[config.mk]
export PLATFORM = sky130hd
export DESIGN_NAME = nac_ctrl
export DESIGN_NICKNAME = d
export VERILOG_FILES = /design/src/rtl/nac_pkg.sv /design/src/rtl/nac_store.sv /design/src/rtl/nac_ctrl.sv
export SDC_FILE = /design/constraint.sdc
export NUM_CORES = 1
export LEC_CHECK = 0
export BUFFER_PORTS_ARGS = -buffer_cell sky130_fd_sc_hd__buf_4
export CAP_MARGIN = 10
export CORE_ASPECT_RATIO = 0.9
export CORE_UTILIZATION = 46
export CTS_BUF_LIST = sky130_fd_sc_hd__clkbuf_16
export DETAILED_ROUTE_END_ITERATION = 8
export SLEW_MARGIN = 25
export SYNTH_ARGS = -nofsm -noshare
export SYNTH_HDL_FRONTEND = slang
export SYNTH_HIERARCHICAL = 1
export SYNTH_SLANG_ARGS = --single-unit
[constraint.sdc]
create_clock -name clk_i -period 2.62 [get_ports clk_i]
set_clock_uncertainty 0.2 [all_clocks]
set_input_delay 0.131 -clock clk_i [delete_from_list [all_inputs] [get_ports clk_i]]
set_output_delay 0.131 -clock clk_i [all_outputs]
set_load 0.005 [all_outputs]
[src/rtl/nac_pkg.sv]
/*
  constants for the data nonvolatile access controller: special function
  register offsets, field positions, reset values and cycle counts.
  assumes the core's special function register port of 8-bit data.
*/
// Contract
// write permit bit 3, reset 0, gates every write cycle
// setting write strobe bit 2 starts a write; hardware clears it at end
// write strobe ignored unless write permit was already set
// read permit bit 1, reset 0, gates every read cycle
// setting read strobe bit 0 starts a read; hardware clears it at end
// read strobe ignored unless read permit was already set
// software never sets all four bits, nor both strobes, at once
// fetched byte sits in the byte register until next read or write
// software sets read permit, loads index, sets read strobe, then polls
// software loads index and byte, then permit and strobe back to back
// software clears global interrupt enable around write start
// write cycle timed by a timer asynchronous to the system clock
// power-on clears the write permit bit
// power-on clears the bank select register
// write end sets nvm flag and multi-function flag
// vector only with global, nvm, multi-function enables and stack free
// service clears only the multi-function flag; software clears nvm flag
// software sets nvm and multi-function enables for the interrupt
// control bits 7 to 4 read as zero
// software may read back written data and keep write permit clear
// control register sits at 40H of bank 1, reached only indirectly
// index register is 7 bits wide, selecting 128 bytes
// read cycle ends within a fixed small number of system clocks
package nac_pkg;
  localparam int unsigned NAC_ADDR_W    = 7;
  localparam int unsigned NAC_RD_CYCLES = 2;
  localparam int unsigned NAC_WR_TICKS  = 16;

  localparam logic [7:0] NAC_OFS_IND1  = 8'h02;
  localparam logic [7:0] NAC_OFS_PTR1  = 8'h03;
  localparam logic [7:0] NAC_OFS_BANK  = 8'h04;
  localparam logic [7:0] NAC_OFS_IRQ   = 8'h0E;
  localparam logic [7:0] NAC_OFS_INDEX = 8'h1E;
  localparam logic [7:0] NAC_OFS_BYTE  = 8'h1F;
  localparam logic [7:0] NAC_CTRL_ADDR = 8'h40;
  localparam logic [7:0] NAC_CTRL_BANK = 8'h01;

  localparam int unsigned NAC_B_RD_STB  = 0;
  localparam int unsigned NAC_B_RD_PERM = 1;
  localparam int unsigned NAC_B_WR_STB  = 2;
  localparam int unsigned NAC_B_WR_PERM = 3;

  localparam int unsigned NAC_B_GIE  = 0;
  localparam int unsigned NAC_B_NIE  = 1;
  localparam int unsigned NAC_B_MIE  = 2;
  localparam int unsigned NAC_B_NIF  = 3;
  localparam int unsigned NAC_B_MIF  = 4;

  localparam logic [7:0] NAC_RST_CTRL = 8'h00;
  localparam logic [7:0] NAC_RST_BANK = 8'h00;
  localparam logic [7:0] NAC_RST_IRQ  = 8'h00;
endpackage

[src/rtl/nac_store.sv]
/*
  byte array with fixed-latency read and timer-paced write.
  assumes wr_timer_i is a free running tick from an unrelated oscillator.
*/
`timescale 1ns/1ps
module nac_store
  import nac_pkg::*;
#(
  parameter int unsigned AW       = NAC_ADDR_W,
  parameter int unsigned RD_CYC   = NAC_RD_CYCLES,
  parameter int unsigned WR_TICKS = NAC_WR_TICKS
)(
  input  wire logic          clk_i,
  input  wire logic          rst_i,
  input  wire logic          wr_timer_i,
  input  wire logic          rd_start_i,
  input  wire logic          wr_start_i,
  input  wire logic [AW-1:0] addr_i,
  input  wire logic [7:0]    wdata_i,
  output logic      [7:0]    rdata_o,
  output logic               rd_done_o,
  output logic               wr_done_o
);
  initial begin
    if (AW < 1 || AW > 8 || RD_CYC < 1 || RD_CYC > 255 ||
        WR_TICKS < 1 || WR_TICKS > 255) begin
      $error("nac_store: parameter out of range");
    end
  end

  typedef enum logic [1:0] {ST_IDLE, ST_READ, ST_WRITE} nac_st_t;

  logic [7:0]    mem [2**AW];
  nac_st_t       st_r;
  logic [7:0]    cnt_r;
  logic [AW-1:0] addr_r;
  logic [7:0]    data_r;
  logic          tk_s1_r;
  logic          tk_s2_r;
  logic          tk_s3_r;
  logic          tk_lvl_r;
  logic          tick;

  ////////////////////////////////////////////////////////////////////////
  // timer tick crossing: three stages, level taken when stages 2 and 3 agree
  always_ff @(posedge clk_i) begin
    if (rst_i) begin
      tk_s1_r  <= 1'b0;
      tk_s2_r  <= 1'b0;
      tk_s3_r  <= 1'b0;
      tk_lvl_r <= 1'b0;
    end else begin
      tk_s1_r <= wr_timer_i;
      tk_s2_r <= tk_s1_r;
      tk_s3_r <= tk_s2_r;
      if (tk_s2_r == tk_s3_r) begin
        tk_lvl_r <= tk_s3_r;
      end
    end
  end
  assign tick = (tk_s2_r == tk_s3_r) && tk_s3_r && !tk_lvl_r;

  ////////////////////////////////////////////////////////////////////////
  // cycle sequencer
  always_ff @(posedge clk_i) begin
    if (rst_i) begin
      st_r      <= ST_IDLE;
      cnt_r     <= 8'h00;
      addr_r    <= '0;
      data_r    <= 8'h00;
      rdata_o   <= 8'h00;
      rd_done_o <= 1'b0;
      wr_done_o <= 1'b0;
    end else begin
      rd_done_o <= 1'b0;
      wr_done_o <= 1'b0;
      unique case (st_r)
        ST_IDLE: begin
          cnt_r  <= 8'h00;
          addr_r <= addr_i;
          data_r <= wdata_i;
          if (wr_start_i) begin
            st_r <= ST_WRITE;
          end else if (rd_start_i) begin
            st_r <= ST_READ;
          end
        end
        ST_READ: begin
          cnt_r <= cnt_r + 8'h01;
          if (cnt_r == 8'(RD_CYC - 1)) begin
            rdata_o   <= mem[addr_r];
            rd_done_o <= 1'b1;
            st_r      <= ST_IDLE;
          end
        end
        ST_WRITE: begin
          if (tick) begin
            cnt_r <= cnt_r + 8'h01;
            if (cnt_r == 8'(WR_TICKS - 1)) begin
              wr_done_o <= 1'b1;
              st_r      <= ST_IDLE;
            end
          end
        end
      endcase
    end
  end

  always_ff @(posedge clk_i) begin
    if (st_r == ST_WRITE && tick && cnt_r == 8'(WR_TICKS - 1)) begin
      mem[addr_r] <= data_r;
    end
  end
endmodule // nac_store

[src/rtl/nac_ctrl.sv]
/*
  nonvolatile data access controller: special function registers, indirect
  control register, strobes, byte register and write-end interrupt.
  assumes a one-cycle register port from the core and a separate timer tick.
*/
`timescale 1ns/1ps
module nac_ctrl
  import nac_pkg::*;
#(
  parameter int unsigned AW       = NAC_ADDR_W,
  parameter int unsigned RD_CYC   = NAC_RD_CYCLES,
  parameter int unsigned WR_TICKS = NAC_WR_TICKS
)(
  input  wire logic       clk_i,
  input  wire logic       rst_i,
  input  wire logic [7:0] sfr_addr_i,
  input  wire logic       sfr_wr_i,
  input  wire logic       sfr_rd_i,
  input  wire logic [7:0] sfr_wdata_i,
  output logic      [7:0] sfr_rdata_o,
  input  wire logic       wr_timer_i,
  input  wire logic       stack_full_i,
  input  wire logic       irq_ack_i,
  output logic            irq_req_o
);
  initial begin
    if (AW < 1 || AW > 8) begin
      $error("nac_ctrl: address width out of range");
    end
  end

  logic [7:0]    bank_select_r;
  logic [7:0]    pointer_one_r;
  logic [AW-1:0] nvm_index_r;
  logic [7:0]    nvm_byte_r;
  logic          program_permit_r;
  logic          fetch_permit_r;
  logic          wr_strobe_r;
  logic          rd_strobe_r;
  logic          global_irq_enable_r;
  logic          nvm_irq_enable_r;
  logic          mf_irq_enable_r;
  logic          nvm_irq_flag_r;
  logic          mf_irq_flag_r;
  logic [7:0]    st_rdata;
  logic          rd_done;
  logic          wr_done;
  logic          ctrl_hit;
  logic          ctrl_wr;
  logic          wr_start;
  logic          rd_start;
  logic [7:0]    ctrl_val;
  logic [7:0]    irq_val;

  function automatic logic is_wr(input logic [7:0] ofs);
    is_wr = sfr_wr_i && (sfr_addr_i == ofs);
  endfunction

  ////////////////////////////////////////////////////////////////////////
  // indirect decode and strobe start
  assign ctrl_hit = (bank_select_r == NAC_CTRL_BANK) &&
                    (pointer_one_r == NAC_CTRL_ADDR);
  assign ctrl_wr  = is_wr(NAC_OFS_IND1) && ctrl_hit;
  assign wr_start = ctrl_wr && sfr_wdata_i[NAC_B_WR_STB] &&
                    program_permit_r && !wr_strobe_r &&
                    !rd_strobe_r;
  assign rd_start = ctrl_wr && sfr_wdata_i[NAC_B_RD_STB] &&
                    fetch_permit_r && !rd_strobe_r && !wr_strobe_r &&
                    !sfr_wdata_i[NAC_B_WR_STB];
  assign ctrl_val = {4'h0, program_permit_r, wr_strobe_r,
                     fetch_permit_r, rd_strobe_r};
  assign irq_val  = {3'h0, mf_irq_flag_r, nvm_irq_flag_r, mf_irq_enable_r,
                     nvm_irq_enable_r, global_irq_enable_r};

  ////////////////////////////////////////////////////////////////////////
  // pointer registers
  always_ff @(posedge clk_i) begin
    if (rst_i) begin
      bank_select_r <= NAC_RST_BANK;
      pointer_one_r <= 8'h00;
    end else begin
      if (is_wr(NAC_OFS_BANK)) begin
        bank_select_r <= sfr_wdata_i;
      end
      if (is_wr(NAC_OFS_PTR1)) begin
        pointer_one_r <= sfr_wdata_i;
      end
    end
  end

  ////////////////////////////////////////////////////////////////////////
  // index and byte registers
  always_ff @(posedge clk_i) begin
    if (rst_i) begin
      nvm_index_r <= '0;
      nvm_byte_r  <= 8'h00;
    end else begin
      if (is_wr(NAC_OFS_INDEX)) begin
        nvm_index_r <= sfr_wdata_i[AW-1:0];
      end
      if (rd_done) begin
        nvm_byte_r <= st_rdata;
      end else if (is_wr(NAC_OFS_BYTE)) begin
        nvm_byte_r <= sfr_wdata_i;
      end
    end
  end

  ////////////////////////////////////////////////////////////////////////
  // control register: permits by software, strobes cleared by hardware
  always_ff @(posedge clk_i) begin
    if (rst_i) begin
      program_permit_r <= NAC_RST_CTRL[NAC_B_WR_PERM];
      fetch_permit_r   <= NAC_RST_CTRL[NAC_B_RD_PERM];
      wr_strobe_r      <= NAC_RST_CTRL[NAC_B_WR_STB];
      rd_strobe_r      <= NAC_RST_CTRL[NAC_B_RD_STB];
    end else begin
      if (ctrl_wr) begin
        program_permit_r <= sfr_wdata_i[NAC_B_WR_PERM];
        fetch_permit_r   <= sfr_wdata_i[NAC_B_RD_PERM];
      end
      if (wr_start) begin
        wr_strobe_r <= 1'b1;
      end else if (wr_done) begin
        wr_strobe_r <= 1'b0;
      end
      if (rd_start) begin
        rd_strobe_r <= 1'b1;
      end else if (rd_done) begin
        rd_strobe_r <= 1'b0;
      end
    end
  end

  ////////////////////////////////////////////////////////////////////////
  // interrupt enables and flags; the write-end set wins over any clear
  always_ff @(posedge clk_i) begin
    if (rst_i) begin
      global_irq_enable_r <= NAC_RST_IRQ[NAC_B_GIE];
      nvm_irq_enable_r    <= NAC_RST_IRQ[NAC_B_NIE];
      mf_irq_enable_r     <= NAC_RST_IRQ[NAC_B_MIE];
      nvm_irq_flag_r      <= NAC_RST_IRQ[NAC_B_NIF];
      mf_irq_flag_r       <= NAC_RST_IRQ[NAC_B_MIF];
    end else begin
      if (is_wr(NAC_OFS_IRQ)) begin
        global_irq_enable_r <= sfr_wdata_i[NAC_B_GIE];
        nvm_irq_enable_r    <= sfr_wdata_i[NAC_B_NIE];
        mf_irq_enable_r     <= sfr_wdata_i[NAC_B_MIE];
      end
      if (wr_done) begin
        nvm_irq_flag_r <= 1'b1;
      end else if (is_wr(NAC_OFS_IRQ)) begin
        nvm_irq_flag_r <= sfr_wdata_i[NAC_B_NIF];
      end
      if (wr_done) begin
        mf_irq_flag_r <= 1'b1;
      end else if (irq_ack_i) begin
        mf_irq_flag_r <= 1'b0;
      end else if (is_wr(NAC_OFS_IRQ)) begin
        mf_irq_flag_r <= sfr_wdata_i[NAC_B_MIF];
      end
    end
  end

  assign irq_req_o = global_irq_enable_r && nvm_irq_enable_r &&
                     mf_irq_enable_r && mf_irq_flag_r &&
                     !stack_full_i;

  ////////////////////////////////////////////////////////////////////////
  // register read port, one cycle latency, unmapped reads zero
  always_ff @(posedge clk_i) begin
    if (rst_i) begin
      sfr_rdata_o <= 8'h00;
    end else if (sfr_rd_i) begin
      unique case (sfr_addr_i)
        NAC_OFS_IND1:  sfr_rdata_o <= ctrl_hit ? ctrl_val : 8'h00;
        NAC_OFS_PTR1:  sfr_rdata_o <= pointer_one_r;
        NAC_OFS_BANK:  sfr_rdata_o <= bank_select_r;
        NAC_OFS_IRQ:   sfr_rdata_o <= irq_val;
        NAC_OFS_INDEX: sfr_rdata_o <= 8'(nvm_index_r);
        NAC_OFS_BYTE:  sfr_rdata_o <= nvm_byte_r;
        default:       sfr_rdata_o <= 8'h00;
      endcase
    end
  end

  nac_store #(
    .AW       (AW),
    .RD_CYC   (RD_CYC),
    .WR_TICKS (WR_TICKS)
  ) u_store (
    .clk_i      (clk_i),
    .rst_i      (rst_i),
    .wr_timer_i (wr_timer_i),
    .rd_start_i (rd_start),
    .wr_start_i (wr_start),
    .addr_i     (nvm_index_r),
    .wdata_i    (nvm_byte_r),
    .rdata_o    (st_rdata),
    .rd_done_o  (rd_done),
    .wr_done_o  (wr_done)
  );

  ////////////////////////////////////////////////////////////////////////
  // checks
  logic ctrl_rd_q;
  always_ff @(posedge clk_i) begin
    ctrl_rd_q <= !rst_i && sfr_rd_i && (sfr_addr_i == NAC_OFS_IND1);
  end
endmodule // nac_ctrl

# Yosys cells after proc, flatten, opt, wreduce, memory -nomap -nowiden
# Memory sizes are Yosys's and may differ from the RTL's. A register that Yosys moved wholly into a read port is not among the register bits.
# Cells that the tools add are included.
[word_totals]
wordCells = 111
output_inout_bits = 9
ff_bits = 79
mem_bits_rw = 1024
mem_count = 1
[classes]
n_addsub = 1
bitwise = 3
eq_ne = 17
reduce_logical = 40
mux = 25
[memory_table]
columns = ["name", "words", "word_bits", "rd", "rd_ports_with_merged_regs", "wr", "line", "rtl"]
rows = [
  ["u_store.mem", 128, 8, 1, 1, 1, "nac_store.sv:33", "logic [7:0] mem [2**AW];"],
]
[ops]
columns = ["operator", "n"]
rows = [
  ["$pmux W8 S6", 1],
  ["$logic_and A1 B1 Y1", 25],
  ["$mux W8", 3],
  ["$pmux W8 S3", 1],
  ["$eq A8 B1 Y1 const B", 2],
  ["$eq A8 B2 Y1 const B", 2],
  ["$eq A8 B4 Y1 const B", 2],
  ["$eq A8 B5 Y1 const B", 2],
  ["$mux W1", 13],
  ["$mux W2", 5],
  ["$add A8 B1 Y8 const B", 1],
  ["$eq A8 B3 Y1 const B", 1],
  ["$eq A8 B7 Y1 const B", 1],
  ["$reduce_bool A2 Y1", 4],
  ["$ne A2 B1 Y1 const B", 3],
  ["$pmux W2 S3", 1],
  ["$logic_not A1 Y1", 5],
  ["$mux W4", 1],
  ["$reduce_and A4 Y1", 1],
  ["$ne A3 B2 Y1 const B", 1],
  ["$not A1 Y1", 3],
  ["$reduce_bool A3 Y1", 1],
  ["$reduce_or A3 Y1", 1],
  ["$eq A2 B1 Y1 const B", 1],
  ["5 further kinds", 5],
]

# Longest topological paths before layout
[logic_depth]
depth_word = 11
mapped_depth = 11
depth_no_buf = 9

# Modules after synthesis
# The synthesis kept the hierarchy.
[modules_own_cells]
columns = ["mod", "area_per_inst_um2", "cells_per_inst", "instances"]
rows = [
  ["nac_store", 41514.8, 2275, 1],
  ["nac_ctrl", 2443.6, 262, 1],
]

# Worst setup path after synthesis
# Ideal clock, no wire load.
[synth_path]
path_type = "flip-flop to flip-flop"
startpoint = "register u_store.addr_r[0]"
endpoint = "memory u_store.mem[75][0], enable pin"
path_buffers = 8
arrival_time_ns = 2.306
synth_period_minus_slack_ns = 2.877
slack_ns = -0.257
path_stages_with_launch = 11
required_time_ns = 2.050
path_cell_list = "dfxtp_1 -> buf_6 -> buf_6 -> buf_6 -> buf_6 -> buf_4 -> buf_2 -> buf_2 -> nand3_1 -> buf_2 -> nor2_1"
[synth_rtl]
columns = ["element", "line", "rtl"]
rows = [
  ["start: declaration", "nac_store.sv:36", "logic [AW-1:0] addr_r;"],
  ["start signal: assignment", "nac_store.sv:80", "addr_r <= addr_i;"],
  ["end: declaration", "nac_store.sv:33", ""],
]
# No word-level cell before the write port.

==> results.sh <==
export IMPL_fmax_mhz=366.5
export IMPL_clk_latency_ps=700
export IMPL_clk_pin_slew_worst_paths_ps=60
export IMPL_power_leakage_nw=18.74
export IMPL_synth_edf_count=1024
export IMPL_worst_ir_drop_vdd_uv=539.2
export IMPL_critPathRequiredTime_ps=2980
export IMPL_worst_path_most_repeated_cell="buf_12"
export IMPL_period_share_pct=104.2
export IMPL_dpl_instance_area_sq_um=49740
export IMPL_clock_root_buffer="clkbuf_16"
export IMPL_clock_sinks=1111
export IMPL_drt_initial_drc_count=3670
export IMPL_antenna_found_initial=4
export IMPL_hold_path_class="input port to register"
export IMPL_die_width_um=327.9
export IMPL_yosysSeqAreaShare_pct=73.91
export IMPL_via_count=27170
export IMPL_drv_slew=0
export IMPL_crit_arrival_ps=3090
export IMPL_num_io_pins=32
export IMPL_syn_to_final_growth_pct=29.10
export IMPL_max_stage_delay_ps=500
export IMPL_drtPass1Iterations=5
export IMPL_max_cap_viol_count=0
export IMPL_p_per_area_nw_per_um2=618.9
export IMPL_cts_buffers=109
export IMPL_final_net_count=3130
export IMPL_critical_path_class="register to register"
export IMPL_synthesis_area_sq_um=43960
export IMPL_cts_tree="done"
export IMPL_grt_total_usage_pct=26.39
export IMPL_violations="negative setup slack"
export IMPL_die_h_um=295.3
export IMPL_synthesis_nets=2566
export IMPL_clock_path_buffers=3
export IMPL_grt_pass1_vias=26580
export IMPL_slowest_stage="dfxtp_4"
export IMPL_period_needed_ps=2729
export IMPL_via_per_inst=6.112
export IMPL_grt_pass1_wl_mm=184.0
export IMPL_core_sq_um=94650
export IMPL_gp_congestion=0.9215
export IMPL_startpoint_type="register"
export IMPL_initial_core_util_pct=46.44
export IMPL_drive_above_1_share_pct=36.94
export IMPL_synth_flop_cell="edfxtp_1"
export IMPL_num_rows=107
export IMPL_dp_hpwl_mm=82.05
export IMPL_postLayoutCoreUtil_pct=59.96
export IMPL_crit_fanout=14
export IMPL_critPathBufInv=3
export IMPL_crit_chain="buf_12 > buf_12 > buf_8 > mux2i_2 > o221ai_2 > o22ai_1 > nor4_2 > a21oi_2 > a311oi_1"
export IMPL_status="finished, violations left"
export IMPL_ant_nets=0
export IMPL_setup_viol=286
export IMPL_end_kind="register"
export IMPL_grt_max_degree=130
export IMPL_drc=0
export IMPL_netlist_instances=2537
export IMPL_fin_area_sq_um=56750
export IMPL_async_flop_share_pct=0
export IMPL_rsz0062_at_grt="true"
export IMPL_wl_mm=128.9
export IMPL_htree_num_levels=3
export IMPL_synth_warnings=6
export IMPL_ys_ff_latch=1111
export IMPL_die_area_sq_um=96800
export IMPL_setup_slack_ps=-108.8
export IMPL_grt_overflow=0
export IMPL_tightest_slew_ps=806.5
export IMPL_hold_violations=0
export IMPL_max_slew_margin_pct=46.23
export IMPL_yosysUniqueCellTypes=81
export IMPL_cp_top_family="compound AO/OA/AOI/OAI gates"
export IMPL_avgSynthCellArea_sq_um=17.33
export IMPL_numPortBuffers=31
export IMPL_wire_per_inst_um=28.99
## sequential cells by signal (all words and copies together), names as in the netlist, 2 cells and up
name and count:
pointer_one_r 8, u_store/rdata_o 8, u_store/data_r 8, nvm_index_r 7, nvm_byte_r 8, sfr_rdata_o 8
u_store/cnt_r 8, bank_select_r 8, u_store/mem 1024, u_store/st_r 2, u_store/addr_r 7
## worst paths after layout
path	startpoint	endpoint	slack, ps	cells past startpoint
worst min-delay path	sfr_addr_i[6]	pointer_one_r[0]$_SDFFE_PP0P_	6	5
worst max register to register	u_store/addr_r[0]$_SDFFE_PP0P_	u_store/rdata_o[6]$_SDFFE_PP0P_	-110	9
worst max-delay path	u_store/addr_r[0]$_SDFFE_PP0P_	u_store/rdata_o[6]$_SDFFE_PP0P_	-110	9
worst min register to register	u_store/tk_s1_r$_SDFF_PP0_	u_store/tk_s2_r$_SDFF_PP0_	250	1
## per-layer routing
metal / up-vias / track usage [%] / wire [um]
met3: 262 / 6.099 / 12620
li1: 11470 / - / -
met4: 4 / 9.209 / 4418
met1: 14000 / 37.62 / 52910
met2: 1438 / 39.89 / 58920
met5: - / 0 / 22
## area by class of cell
class,count,area (sq um)
clock inverter,92,889.6
inverter,17,63.81
fill,6829,37900
tap,1253,1568
multi-input combinational,1256,12150
antenna,1,2.502
clock buffer,110,2753
sequential,1111,32540
timing repair buffer,606,6783
## repair_timing
action / in CTS / in global routing
hold buffers: 52 / 0
endpoints found under the setup margin: 753 / 1014
endpoints found under the hold margin: 70 / 0
buffers inserted: 34 / 39
resized for setup: 246 / 184
gates cloned: 6 / 4
pin swaps: 51 / 65
## synthesized netlist by cell type (7+ instances only)
cell / count / area, sq um
nand4_1: 14 / 87.58
a221oi_1: 90 / 788.3
nor3_1: 13 / 65.06
dfxtp_1: 87 / 1742
a22oi_1: 25 / 187.7
buf_2: 56 / 280.3
nand2_1: 115 / 431.7
a221o_1: 17 / 170.2
nand3_1: 51 / 255.2
clkbuf_1: 49 / 183.9
a22o_1: 22 / 192.7
a31oi_1: 16 / 100.1
nand2b_1: 22 / 137.6
o221ai_1: 32 / 280.3
and2_1: 10 / 62.56
a211oi_1: 17 / 127.6
o21ai_0: 41 / 205.2
buf_6: 14 / 157.7
buf_1: 11 / 41.29
inv_1: 14 / 52.55
a2111oi_0: 7 / 61.31
a21oi_1: 52 / 260.3
mux4_2: 133 / 2995
o22ai_1: 14 / 87.58
o21bai_1: 7 / 52.55
nor2b_1: 13 / 81.33
edfxtp_1: 1024 / 30750
o2bb2ai_1: 7 / 61.31
nor2_1: 232 / 870.8
buf_4: 22 / 165.2
and3_1: 13 / 81.33
mux2i_1: 129 / 1291
mux2_2: 46 / 518.0
o211ai_1: 11 / 82.58
## worst min-delay path: stages
cell     delay, ps
buf_4          120
nor4b_2        100
nand3_1        300
mux2i_1        130
nor2_1          70
## per-stage QoR
step,power [mW],worst slack [ps],setup TNS (ps),hold slack [ps],cells
2_1_floorplan,19.52,-75.64,-33630,30.06,2537
3_3_place_gp,19.59,-491.3,-17480,152.4,4111
3_5_place_dp,19.59,-529.5,-25810,161.5,4111
4_1_cts,35.31,-75.58,-18700,42.64,4405
5_1_grt,36.00,-194.4,-59910,77.81,4446
6_report,35.12,-108.8,-9559,5.749,4446
## layout by cell type (no fill, tap or decap), types with 76 or more instances in the layout
cell / instances
nand2_1: 105
mux2i_1: 119
nor2_4: 98
buf_12: 115
a221oi_1: 76
nor2_1: 109
mux4_2: 133
buf_6: 79
clkbuf_16: 114
edfxtp_1: 1024
buf_4: 332
## cell families after synthesis
kind of cell / share of synthesized area, %
buffers and inverters: 2.064
muxes: 10.93
adders and majority gates: 0.1708
AOI/OAI and AO/OA: 7.042
xor gates and xnor gates: 0.1395
and+or+nand+nor: 5.741
DFF: 73.91
## report_power, final
| group | switching, mW | internal, mW |
|---|---|---|
| Clock | 6.75 | 9.12 |
| Combinational | 0.110 | 0.0862 |
| Sequential | 0.00255 | 19.1 |
| Total | 6.86 | 28.3 |
(Power assumes the default switching activity.)
